===== src/verilog/fsb_pkg.sv =====
// package for the fault status, sticky flag and mask bank
// assumes a management-port front end that turns serial frames into byte strobes
package fsb_pkg;
    // -----------------------------------------------------------------
    // register offsets within page 0
    // -----------------------------------------------------------------
    localparam logic [7:0] FSB_PAGE_OFS     = 8'h01;
    localparam logic [7:0] FSB_TEMP_OFS     = 8'h09;
    localparam logic [7:0] FSB_PKG_OFS      = 8'h0A;
    localparam logic [7:0] FSB_ADDR_OFS     = 8'h0B;
    localparam logic [7:0] FSB_DEV_ST_OFS   = 8'h0C;
    localparam logic [7:0] FSB_IN_ST_OFS    = 8'h0D;
    localparam logic [7:0] FSB_PLL_ST_OFS   = 8'h0E;
    localparam logic [7:0] FSB_CAL_ST_OFS   = 8'h0F;
    localparam logic [7:0] FSB_DEV_FLG_OFS  = 8'h11;
    localparam logic [7:0] FSB_IN_FLG_OFS   = 8'h12;
    localparam logic [7:0] FSB_PLL_FLG_OFS  = 8'h13;
    localparam logic [7:0] FSB_CAL_FLG_OFS  = 8'h14;
    localparam logic [7:0] FSB_DEV_MSK_OFS  = 8'h17;
    // -----------------------------------------------------------------
    // defined-bit masks and reset values
    // -----------------------------------------------------------------
    localparam logic [7:0] FSB_DEV_BITS     = 8'h2F;   // bits 0..3 and 5
    localparam logic [7:0] FSB_CAL_BITS     = 8'hF0;   // bits 7:4
    localparam logic [7:0] FSB_ALL_BITS     = 8'hFF;
    localparam logic [7:0] FSB_ADDR_BITS    = 8'h7F;   // seven-bit address
    localparam logic [7:0] FSB_PAGE_RST     = 8'h00;
    localparam logic [7:0] FSB_MSK_RST      = 8'h00;
    localparam logic [7:0] FSB_FLG_RST      = 8'h00;
    localparam logic [7:0] FSB_ZERO         = 8'h00;
    // address field split
    localparam int         FSB_PIN_BITS     = 2;
    // -----------------------------------------------------------------
    // register port carrier
    // -----------------------------------------------------------------
    typedef struct packed {
        logic       wr;      // one-cycle write strobe
        logic       rd;      // one-cycle read strobe
        logic [7:0] addr;    // offset within page
        logic [7:0] wdata;   // write byte
    } fsb_req_s;
    // live fault inputs from the detectors
    typedef struct packed {
        logic       device_calibrating;
        logic       crystal_ref_signal_lost;
        logic       ref_signal_undetected;
        logic       crystal_ref_lock_error;
        logic       mgmt_bus_timeout;
        logic [3:0] input_signal_lost;
        logic [3:0] input_freq_out_of_range;
        logic [3:0] pll_unlocked;
        logic [3:0] pll_holdover;
        logic [3:0] pll_cal_busy;
    } fsb_fault_s;
endpackage


===== src/verilog/fsb_bank.sv =====
// fault status, sticky flag and interrupt mask bank, page 0 registers
// assumes the serial front end presents decoded byte strobes on mclk_i;
// fault inputs and address pins are asynchronous and are synchronised here
`timescale 1ns/10ps
module fsb_bank #(
    parameter logic [7:0] TEMP_GRADE_VAL = 8'h00,   // arbitrary identification value
    parameter logic [7:0] PACKAGE_ID_VAL = 8'h00,   // arbitrary identification value
    parameter logic [4:0] ADDR_UPPER_VAL = 5'h1A    // upper address bits, arbitrary
) (
    input  wire logic               mclk_i,
    input  wire logic               rst_b_i,
    input  wire logic               clk_en_i,
    input  wire fsb_pkg::fsb_req_s  req_i,
    output logic [7:0]              rdata_o,
    output logic                    rvalid_o,
    output logic [7:0]              page_o,
    input  wire fsb_pkg::fsb_fault_s fault_i,
    input  wire logic               address_select_high_pin_i,
    input  wire logic               address_select_low_pin_i,
    output logic [6:0]              nvm_save_addr_o,
    output logic                    interrupt_out_n_o
);
    import fsb_pkg::*;

    // -----------------------------------------------------------------
    // input synchronisers
    // -----------------------------------------------------------------
    localparam int NSYNC = 2 + 5 + 20;  // two pins, five device levels, five nibbles
    logic [NSYNC-1:0] sync_a;      // first stage, read only by sync_b
    logic [NSYNC-1:0] sync_b;      // second stage, safe to use
    logic [NSYNC-1:0] raw_in;      // packed asynchronous inputs

    assign raw_in = {address_select_high_pin_i, address_select_low_pin_i,
                     fault_i.device_calibrating, fault_i.crystal_ref_signal_lost,
                     fault_i.ref_signal_undetected, fault_i.crystal_ref_lock_error,
                     fault_i.mgmt_bus_timeout, fault_i.input_signal_lost,
                     fault_i.input_freq_out_of_range, fault_i.pll_unlocked,
                     fault_i.pll_holdover, fault_i.pll_cal_busy};

    // two flops for every outside level
    always_ff @(posedge mclk_i or negedge rst_b_i) begin
        if (!rst_b_i) begin
            sync_a <= '0;
            sync_b <= '0;
        end else if (clk_en_i) begin
            sync_a <= raw_in;
            sync_b <= sync_a;
        end
    end

    // -----------------------------------------------------------------
    // live status assembly
    // -----------------------------------------------------------------
    logic [7:0] live [4];          // index 0 device, 1 input, 2 pll, 3 cal
    logic [1:0] addr_pins;         // synchronised address pin levels

    assign addr_pins = sync_b[26:25];
    // device status: calibrating bit0, crystal lost bit1, ref undetected bit2,
    // crystal lock error bit3, bus timeout bit5; bits 4,6,7 read zero
    assign live[0] = {2'b00, sync_b[20], 1'b0, sync_b[21], sync_b[22],
                      sync_b[23], sync_b[24]};
    // inputs: frequency in 7:4, lost in 3:0
    assign live[1] = {sync_b[15:12], sync_b[19:16]};
    // plls: holdover in 7:4, unlocked in 3:0
    assign live[2] = {sync_b[7:4], sync_b[11:8]};
    // calibration busy in 7:4 only, pll a in bit 4
    assign live[3] = {sync_b[3:0], 4'h0};

    // -----------------------------------------------------------------
    // decode helpers
    // -----------------------------------------------------------------
    // defined bits of each flag group
    function automatic logic [7:0] grp_bits(input int g);
        case (g)
            0:       grp_bits = FSB_DEV_BITS;
            3:       grp_bits = FSB_CAL_BITS;
            default: grp_bits = FSB_ALL_BITS;
        endcase
    endfunction

    // flag offset of each group
    function automatic logic [7:0] flg_ofs(input int g);
        case (g)
            0:       flg_ofs = FSB_DEV_FLG_OFS;
            1:       flg_ofs = FSB_IN_FLG_OFS;
            2:       flg_ofs = FSB_PLL_FLG_OFS;
            default: flg_ofs = FSB_CAL_FLG_OFS;
        endcase
    endfunction

    // -----------------------------------------------------------------
    // sticky flags
    // -----------------------------------------------------------------
    logic [7:0] cal_live;          // calibration status, busy in 7:4
    logic [7:0] flags [4];         // sticky flag registers

    assign cal_live = live[3];

    genvar g;
    generate
        for (g = 0; g < 4; g++) begin : gen_flag
            logic [7:0] src;       // live bits feeding this group
            logic [7:0] clr;       // bits the host wrote to zero
            assign src = live[g];
            assign clr = (req_i.wr && page_o == FSB_PAGE_RST && req_i.addr == flg_ofs(g))
                         ? (~req_i.wdata & grp_bits(g)) : FSB_ZERO;
            // set wins over clear; a clear is ignored while live bit stays high
            always_ff @(posedge mclk_i or negedge rst_b_i) begin
                if (!rst_b_i) begin
                    flags[g] <= FSB_FLG_RST;
                end else if (clk_en_i) begin
                    flags[g] <= ((flags[g] & ~(clr & ~src)) | src) & grp_bits(g);
                end
            end
        end
    endgenerate

    // -----------------------------------------------------------------
    // page and mask registers
    // -----------------------------------------------------------------
    logic [7:0] dev_mask;          // device flag interrupt masks
    logic       pg0;               // page 0 is selected

    assign pg0 = (page_o == FSB_PAGE_RST);

    // page select is present on every page
    always_ff @(posedge mclk_i or negedge rst_b_i) begin
        if (!rst_b_i) begin
            page_o <= FSB_PAGE_RST;
        end else if (clk_en_i && req_i.wr && req_i.addr == FSB_PAGE_OFS) begin
            page_o <= req_i.wdata;
        end
    end

    // masks, defined bits only
    always_ff @(posedge mclk_i or negedge rst_b_i) begin
        if (!rst_b_i) begin
            dev_mask <= FSB_MSK_RST;
        end else if (clk_en_i && req_i.wr && pg0 && req_i.addr == FSB_DEV_MSK_OFS) begin
            dev_mask <= req_i.wdata & FSB_DEV_BITS;
        end
    end

    // -----------------------------------------------------------------
    // serial bus address
    // -----------------------------------------------------------------
    logic [6:0] bus_addr;          // read-only seven-bit address

    // upper bits from the stored value, lower two follow the pins
    always_ff @(posedge mclk_i or negedge rst_b_i) begin
        if (!rst_b_i) begin
            bus_addr <= 7'h00;
        end else if (clk_en_i) begin
            bus_addr <= {ADDR_UPPER_VAL, addr_pins};
        end
    end
    // the save path only sees the stored upper bits, never the pin levels
    assign nvm_save_addr_o = {ADDR_UPPER_VAL, 2'b00};

    // -----------------------------------------------------------------
    // read path
    // -----------------------------------------------------------------
    logic [7:0] next_rdata;        // byte selected by the read offset

    always_comb begin
        next_rdata = FSB_ZERO;
        if (req_i.addr == FSB_PAGE_OFS) begin
            next_rdata = page_o;
        end else if (pg0) begin
            case (req_i.addr)
                FSB_TEMP_OFS:    next_rdata = TEMP_GRADE_VAL;
                FSB_PKG_OFS:     next_rdata = PACKAGE_ID_VAL;
                FSB_ADDR_OFS:    next_rdata = {1'b0, bus_addr};
                FSB_DEV_ST_OFS:  next_rdata = live[0];
                FSB_IN_ST_OFS:   next_rdata = live[1];
                FSB_PLL_ST_OFS:  next_rdata = live[2];
                FSB_CAL_ST_OFS:  next_rdata = cal_live & FSB_CAL_BITS;
                FSB_DEV_FLG_OFS: next_rdata = flags[0];
                FSB_IN_FLG_OFS:  next_rdata = flags[1];
                FSB_PLL_FLG_OFS: next_rdata = flags[2];
                FSB_CAL_FLG_OFS: next_rdata = flags[3];
                FSB_DEV_MSK_OFS: next_rdata = dev_mask;
                default:         next_rdata = FSB_ZERO;
            endcase
        end
    end

    // read data registered, valid one cycle after the strobe
    always_ff @(posedge mclk_i or negedge rst_b_i) begin
        if (!rst_b_i) begin
            rdata_o  <= FSB_ZERO;
            rvalid_o <= 1'b0;
        end else if (clk_en_i) begin
            rvalid_o <= req_i.rd;
            if (req_i.rd) begin
                rdata_o <= next_rdata;
            end
        end
    end

    // -----------------------------------------------------------------
    // interrupt output
    // -----------------------------------------------------------------
    // the device flags are gated by their masks; other groups have masks
    // elsewhere and do not drive this output
    always_ff @(posedge mclk_i or negedge rst_b_i) begin
        if (!rst_b_i) begin
            interrupt_out_n_o <= 1'b1;
        end else if (clk_en_i) begin
            interrupt_out_n_o <= ~|(flags[0] & ~dev_mask);
        end
    end

endmodule // fsb_bank


===== config.mk =====
export PLATFORM = sky130hd
export DESIGN_NAME = fsb_bank
export DESIGN_NICKNAME = d
export VERILOG_FILES = /design/src/verilog/fsb_pkg.sv /design/src/verilog/fsb_bank.sv
export SDC_FILE = /design/constraint.sdc
export NUM_CORES = 1
export LEC_CHECK = 0
export ABC_AREA = 1
export BUFFER_PORTS_ARGS = -buffer_cell sky130_fd_sc_hd__clkbuf_2
export CELL_PAD_IN_SITES_DETAIL_PLACEMENT = 0
export CELL_PAD_IN_SITES_GLOBAL_PLACEMENT = 1
export CORE_MARGIN = 1.5
export CORE_UTILIZATION = 39
export CTS_BUF_LIST = sky130_fd_sc_hd__clkbuf_4 sky130_fd_sc_hd__clkbuf_8
export CTS_CLUSTER_DIAMETER = 80
export DETAILED_ROUTE_END_ITERATION = 7
export GPL_ROUTABILITY_DRIVEN = 0
export PLACE_DENSITY = 0.86
export RECOVER_POWER = 100
export SYNTH_ARGS = -nofsm -noshare
export SYNTH_HDL_FRONTEND = slang
export SYNTH_SLANG_ARGS = --single-unit

===== constraint.sdc =====
create_clock -name mclk_i -period 1.8 [get_ports mclk_i]
set_input_delay 0.09 -clock mclk_i [delete_from_list [all_inputs] [get_ports mclk_i]]
set_output_delay 0.09 -clock mclk_i [all_outputs]
set_load 0.05 [all_outputs]

Word-level counts from Yosys, hierarchy flattened:

Index checks and enable logic that the tools add are counted.

* bits in registers: 105
* input bits: 48
* output and inout bits: 25
* word-level logic and storage cells: 66

* equality and inequality tests: 11
* mux-type cells: 7
* bitwise gates (word level): 23
* reduce and logical (&&, ||, !) cells: 13

Operators with widths (count)
* 8-bit one-hot mux with 10 select lines: 1
* 8-bit inverter: 7
* 8-bit AND: 6
* 8-bit by 4-bit equality test with 1-bit output, second input constant: 5
* 8-bit by 5-bit equality test with 1-bit output, second input constant: 5
* 8-bit two-way mux: 5
* 8-bit OR: 3
* 6-bit AND: 2
* 6-bit inverter: 2
* 1-bit logical AND: 9
* 6-bit by 8-bit AND with 8-bit output: 1
* 8-bit by 1-bit equality test with 1-bit output, second input constant: 1
* 8-bit logical NOT: 1
* 6-bit inverter with 8-bit output: 1
* 8-bit OR reduction: 1
* 6-bit two-way mux: 1
* 6-bit OR: 1
* 2-bit AND reduction: 1
* 1-bit logical NOT: 1

Depth between registers and ports, before layout:

* depth in word-level cells: 8
* depth in mapped cells: 13
* gate-level depth less buffers: 13

Worst setup path after synthesis:

No wires, ideal clock.

* path type: flip-flop to flip-flop
* from: register page_o[0]
* to: register flags[10] (netlist bit)
* library setup time: 0.132 ns
* arrival time: 1.830 ns
* required time: 1.668 ns
* setup slack: -0.162 ns
* cell stages (with the launch flop): 8
* path buffers: 0
* cell sequence: dfrtp_1 -> or2_4 -> nor4_4 -> nand2_4 -> nor2_4 -> nand2_1 -> nand2_1 -> o21ai_0

* longest elaborated chain between the ends: 8

Ends and longest elaborated chain
* from (decl): RTL line fsb_bank.sv:16 `output logic [7:0] page_o,`
* from (signal assigned): RTL line fsb_bank.sv:131 `page_o <= req_i.wdata;`
* 8-bit logical NOT: RTL line fsb_bank.sv:105 `assign clr = (req_i.wr && page_o == FSB_PAGE_RST && req_i.addr == flg_ofs(g))`
* 1-bit logical AND (2 in a row): RTL line fsb_bank.sv:105
* 8-bit two-way mux: RTL line fsb_bank.sv:106 `? (~req_i.wdata & grp_bits(g)) : FSB_ZERO;`
* 8-bit AND: RTL line fsb_bank.sv:112 `flags[g] <= ((flags[g] & ~(clr & ~src)) | src) & grp_bits(g);`
* 8-bit inverter: RTL line fsb_bank.sv:112
* 8-bit AND: RTL line fsb_bank.sv:112
* 8-bit OR: RTL line fsb_bank.sv:112
* to (signal, indexed assignment): RTL line fsb_bank.sv:112
* to (decl): RTL line fsb_bank.sv:95 `logic [7:0] flags [4];`

Every way passes these cells.
A chain may end at the register's enable or synchronous reset.

Final worst setup path:

* from: register page_o[5]
* to: register flags[26] (netlist bit)

* longest elaborated chain between the ends: 8

Ends and longest elaborated chain (RTL line)
* 8-bit logical NOT: fsb_bank.sv:105
* 1-bit logical AND (2 in a row): fsb_bank.sv:105
* 6-bit two-way mux: fsb_bank.sv:106
* 6-bit AND: fsb_bank.sv:112
* 6-bit inverter: fsb_bank.sv:112
* 6-bit AND: fsb_bank.sv:112
* 6-bit OR: fsb_bank.sv:112

Every way passes these cells.

==> impl_metrics.env <==
export IMPL_vdd_ir_drop_max_v=0.000467
export IMPL_area_growth_pct=22.2
export IMPL_required_ns=2.07
export IMPL_cts_path_max_buffers=2
export IMPL_synth_top_area_share_pct=53.2
export IMPL_core_sq_um=12100
export IMPL_ys_ff_latch=105
export IMPL_fin_nets=794
export IMPL_cp_arrival_ns=1.95
export IMPL_synth_distinct_cells=24
export IMPL_max_stage_delay_ns=0.44
export IMPL_p_total_mw=4.51
export IMPL_top_usage_layer="met2"
export IMPL_yosysMostFrequentCell="nand2_1"
export IMPL_cts_setup_buffers=0
export IMPL_setup_viol=0
export IMPL_async_reset_ff_share_pct=100
export IMPL_synth_top_area_cell="dfrtp_1"
export IMPL_placementRows=40
export IMPL_grt_overflow_total=0
export IMPL_grtUsageMet3_pct=3.74
export IMPL_cts_root_buf="clkbuf_8"
export IMPL_dr_pass1_iters=5
export IMPL_end_kind="register"
export IMPL_avgRoutedWirePerCell_um=13.3
export IMPL_insertion_delay_ns=0.39
export IMPL_post_route_min_period_ns=1.67
export IMPL_fillers=1253
export IMPL_ys_top_cells_by_count="nand2_1 (273), dfrtp_1 (104), inv_1 (55), o21ai_0 (53), nor2_1 (48)"
export IMPL_synth_warnings=0
export IMPL_grt_met2_usage_pct=31.8
export IMPL_postSynthAreaPerCell_sq_um=7.63
export IMPL_tightest_slew_ns=1.10
export IMPL_chipHeight_um=115
export IMPL_cellLeakagePower_nw=3.10
export IMPL_htreeDepth=3
export IMPL_cts_sinks=105
export IMPL_die_w_um=115
export IMPL_clkTransAtPathRegs_ns=0.10
export IMPL_cap_violations=0
export IMPL_slew_headroom_pct=26.6
export IMPL_synthCells=641
export IMPL_start_util_pct=40.4
export IMPL_wl_um=12200
export IMPL_cpMostUsedCell="nand2_1"
export IMPL_hp_class="input port to register"
export IMPL_ant_nets=0
export IMPL_drt_initial_drc_count=268
export IMPL_status="finished, final reports clean"
export IMPL_rsz0062_at_grt="false"
export IMPL_drv_slew=0
export IMPL_synth_area_sq_um=4890
export IMPL_seq_area_frac_synth_pct=53.8
export IMPL_worst_clock_skew_ns=0.0141
export IMPL_slowest_stage="dfrtp_2"
export IMPL_clock_fmax_ghz=0.599
export IMPL_grt_pass1_vias=4218
export IMPL_synth_edf_count=0
export IMPL_cts_tree="done"
export IMPL_critPathTopFamily="simple AND/OR/NAND/NOR gates"
export IMPL_portBuffers=65
export IMPL_post_route_period_util_pct=92.8
export IMPL_worstPathCellList="nor2_1 -> nand2_1 -> nor4_4 -> nand2_4 -> nor2_2 -> nand2_1 -> nand2_1 -> o21ai_1"
export IMPL_finalHoldViolCount=0
export IMPL_grt_pass1_wl_um=20700
export IMPL_via_count=4284
export IMPL_antenna_found_initial=0
export IMPL_synth_main_ff_cell="dfrtp_1"
export IMPL_critPathBufInv=0
export IMPL_cp_max_fo=5
export IMPL_path_depth=8
export IMPL_critPathLaunchType="register"
export IMPL_hold_path_depth=5
export IMPL_hpwl_um=9130
export IMPL_critPathKind="register to register"
export IMPL_yosys_top_cells_area="dfrtp_1 (53%), nand2_1 (21%), o21ai_0 (5.4%)"
export IMPL_diodes=0
export IMPL_grt_max_degree=42
export IMPL_die_area_sq_um=13200
export IMPL_ios=73
export IMPL_reg2regPathDepth=8
export IMPL_grt_usage_pct=20.2
export IMPL_pwr_density_cell_nw_per_um2=755
export IMPL_setup_tns_ns=0
export IMPL_drc_errors=0
export IMPL_avgViaCountPerCell=4.67
export IMPL_cts_buffers=9
export IMPL_grt_util_met1_pct=28.2
export IMPL_drive_above_1_share_pct=12.3
==> placed cells by master, fill, tap and decap left out, types with 6 or more instances in the layout <==
cell type / netlist / layout
buf_4: 7 / 9
clkbuf_1: 17 / 21
clkbuf_2: 0 / 47
clkbuf_8: 0 / 9
conb_1: 2 / 7
dfrtp_1: 104 / 98
dfrtp_2: 0 / 6
dlygate4sd3_1: 0 / 36
inv_1: 55 / 55
nand2_1: 273 / 273
nand3_1: 44 / 44
nor2_1: 48 / 48
o21ai_0: 53 / 66
o21ai_1: 19 / 6
==> worst paths after layout <==
path	start	end	slack [ns]
max in group asynchronous	rst_b_i	sync_a[18]	0.61
min reg2reg	sync_a[4]	sync_a[4]	0.48
min	req_i[17]	page_o[7]	0.13
max	page_o[5]	flags[26]	0.13
max reg2reg	page_o[5]	flags[26]	0.13
min in group asynchronous	rst_b_i	rdata_o[6]	0.43
==> report_power, final <==
group / leakage [nW] / internal, mW / switching [mW]
logic: 1.79 / 0.207 / 0.397
clock network: 0.0897 / 0.512 / 0.817
registers: 1.22 / 2.50 / 0.0774
==> per-layer routing <==
layer	part of all wire (%)	up-vias	wire length, um
li1	-	2185	-
met1	50	1974	6080
met2	44	108	5420
met3	4.1	17	506
met4	1.7	0	212
met5	0	-	0
==> kinds of logic after synthesis <==
family          after synthesis  synth area share, %
flops                       105                 53.8
simple gates                376                 31.3
other cells                   2                0.154
compound gates               75                 7.78
buf+inv                      83                 6.99
==> registers in the layout, indices dropped and copies added (netlist names) <==
register and flops:
bus_addr 3, page_o 8, flags 25, rvalid_o 1, sync_a 27, dev_mask 5
rdata_o 8, interrupt_out_n_o 1, sync_b 27
==> cell type report <==
class	count	area, sq um	share of cell area, %
well taps	168	210	3.52
clock buffers	10	131	2.20
multi-input cells	458	1940	32.4
flip-flops and latches	105	2640	44.1
inverters	55	206	3.45
repair buffers	117	822	13.8
clock inverters	5	32.5	0.544
==> repair_timing <==
item,in CTS,in global routing
endpoints found under the hold margin,77,0
hold buffers,36,0
gates resized for setup,0,0
==> metrics by stage <==
step	area [sq um]	hold WS, ns	utilization [%]	worst slack [ns]	std cells
global route	5980	0.176	49.3	0.0293	918
detailed placement	5490	0.119	45.3	0.167	867
CTS	6010	0.120	49.6	0.147	918
finish	5980	0.131	49.3	0.129	918
floorplan	4910	-0.206	-	0.00853	646
global placement	5490	0.118	45.3	0.200	867
==> worst min-delay path: cells and delay by family <==
family	cells	cell delay (ns)
buffers and inverters	2	0.20
and+or+nand+nor	3	0.20
(Power assumes the default switching activity.)
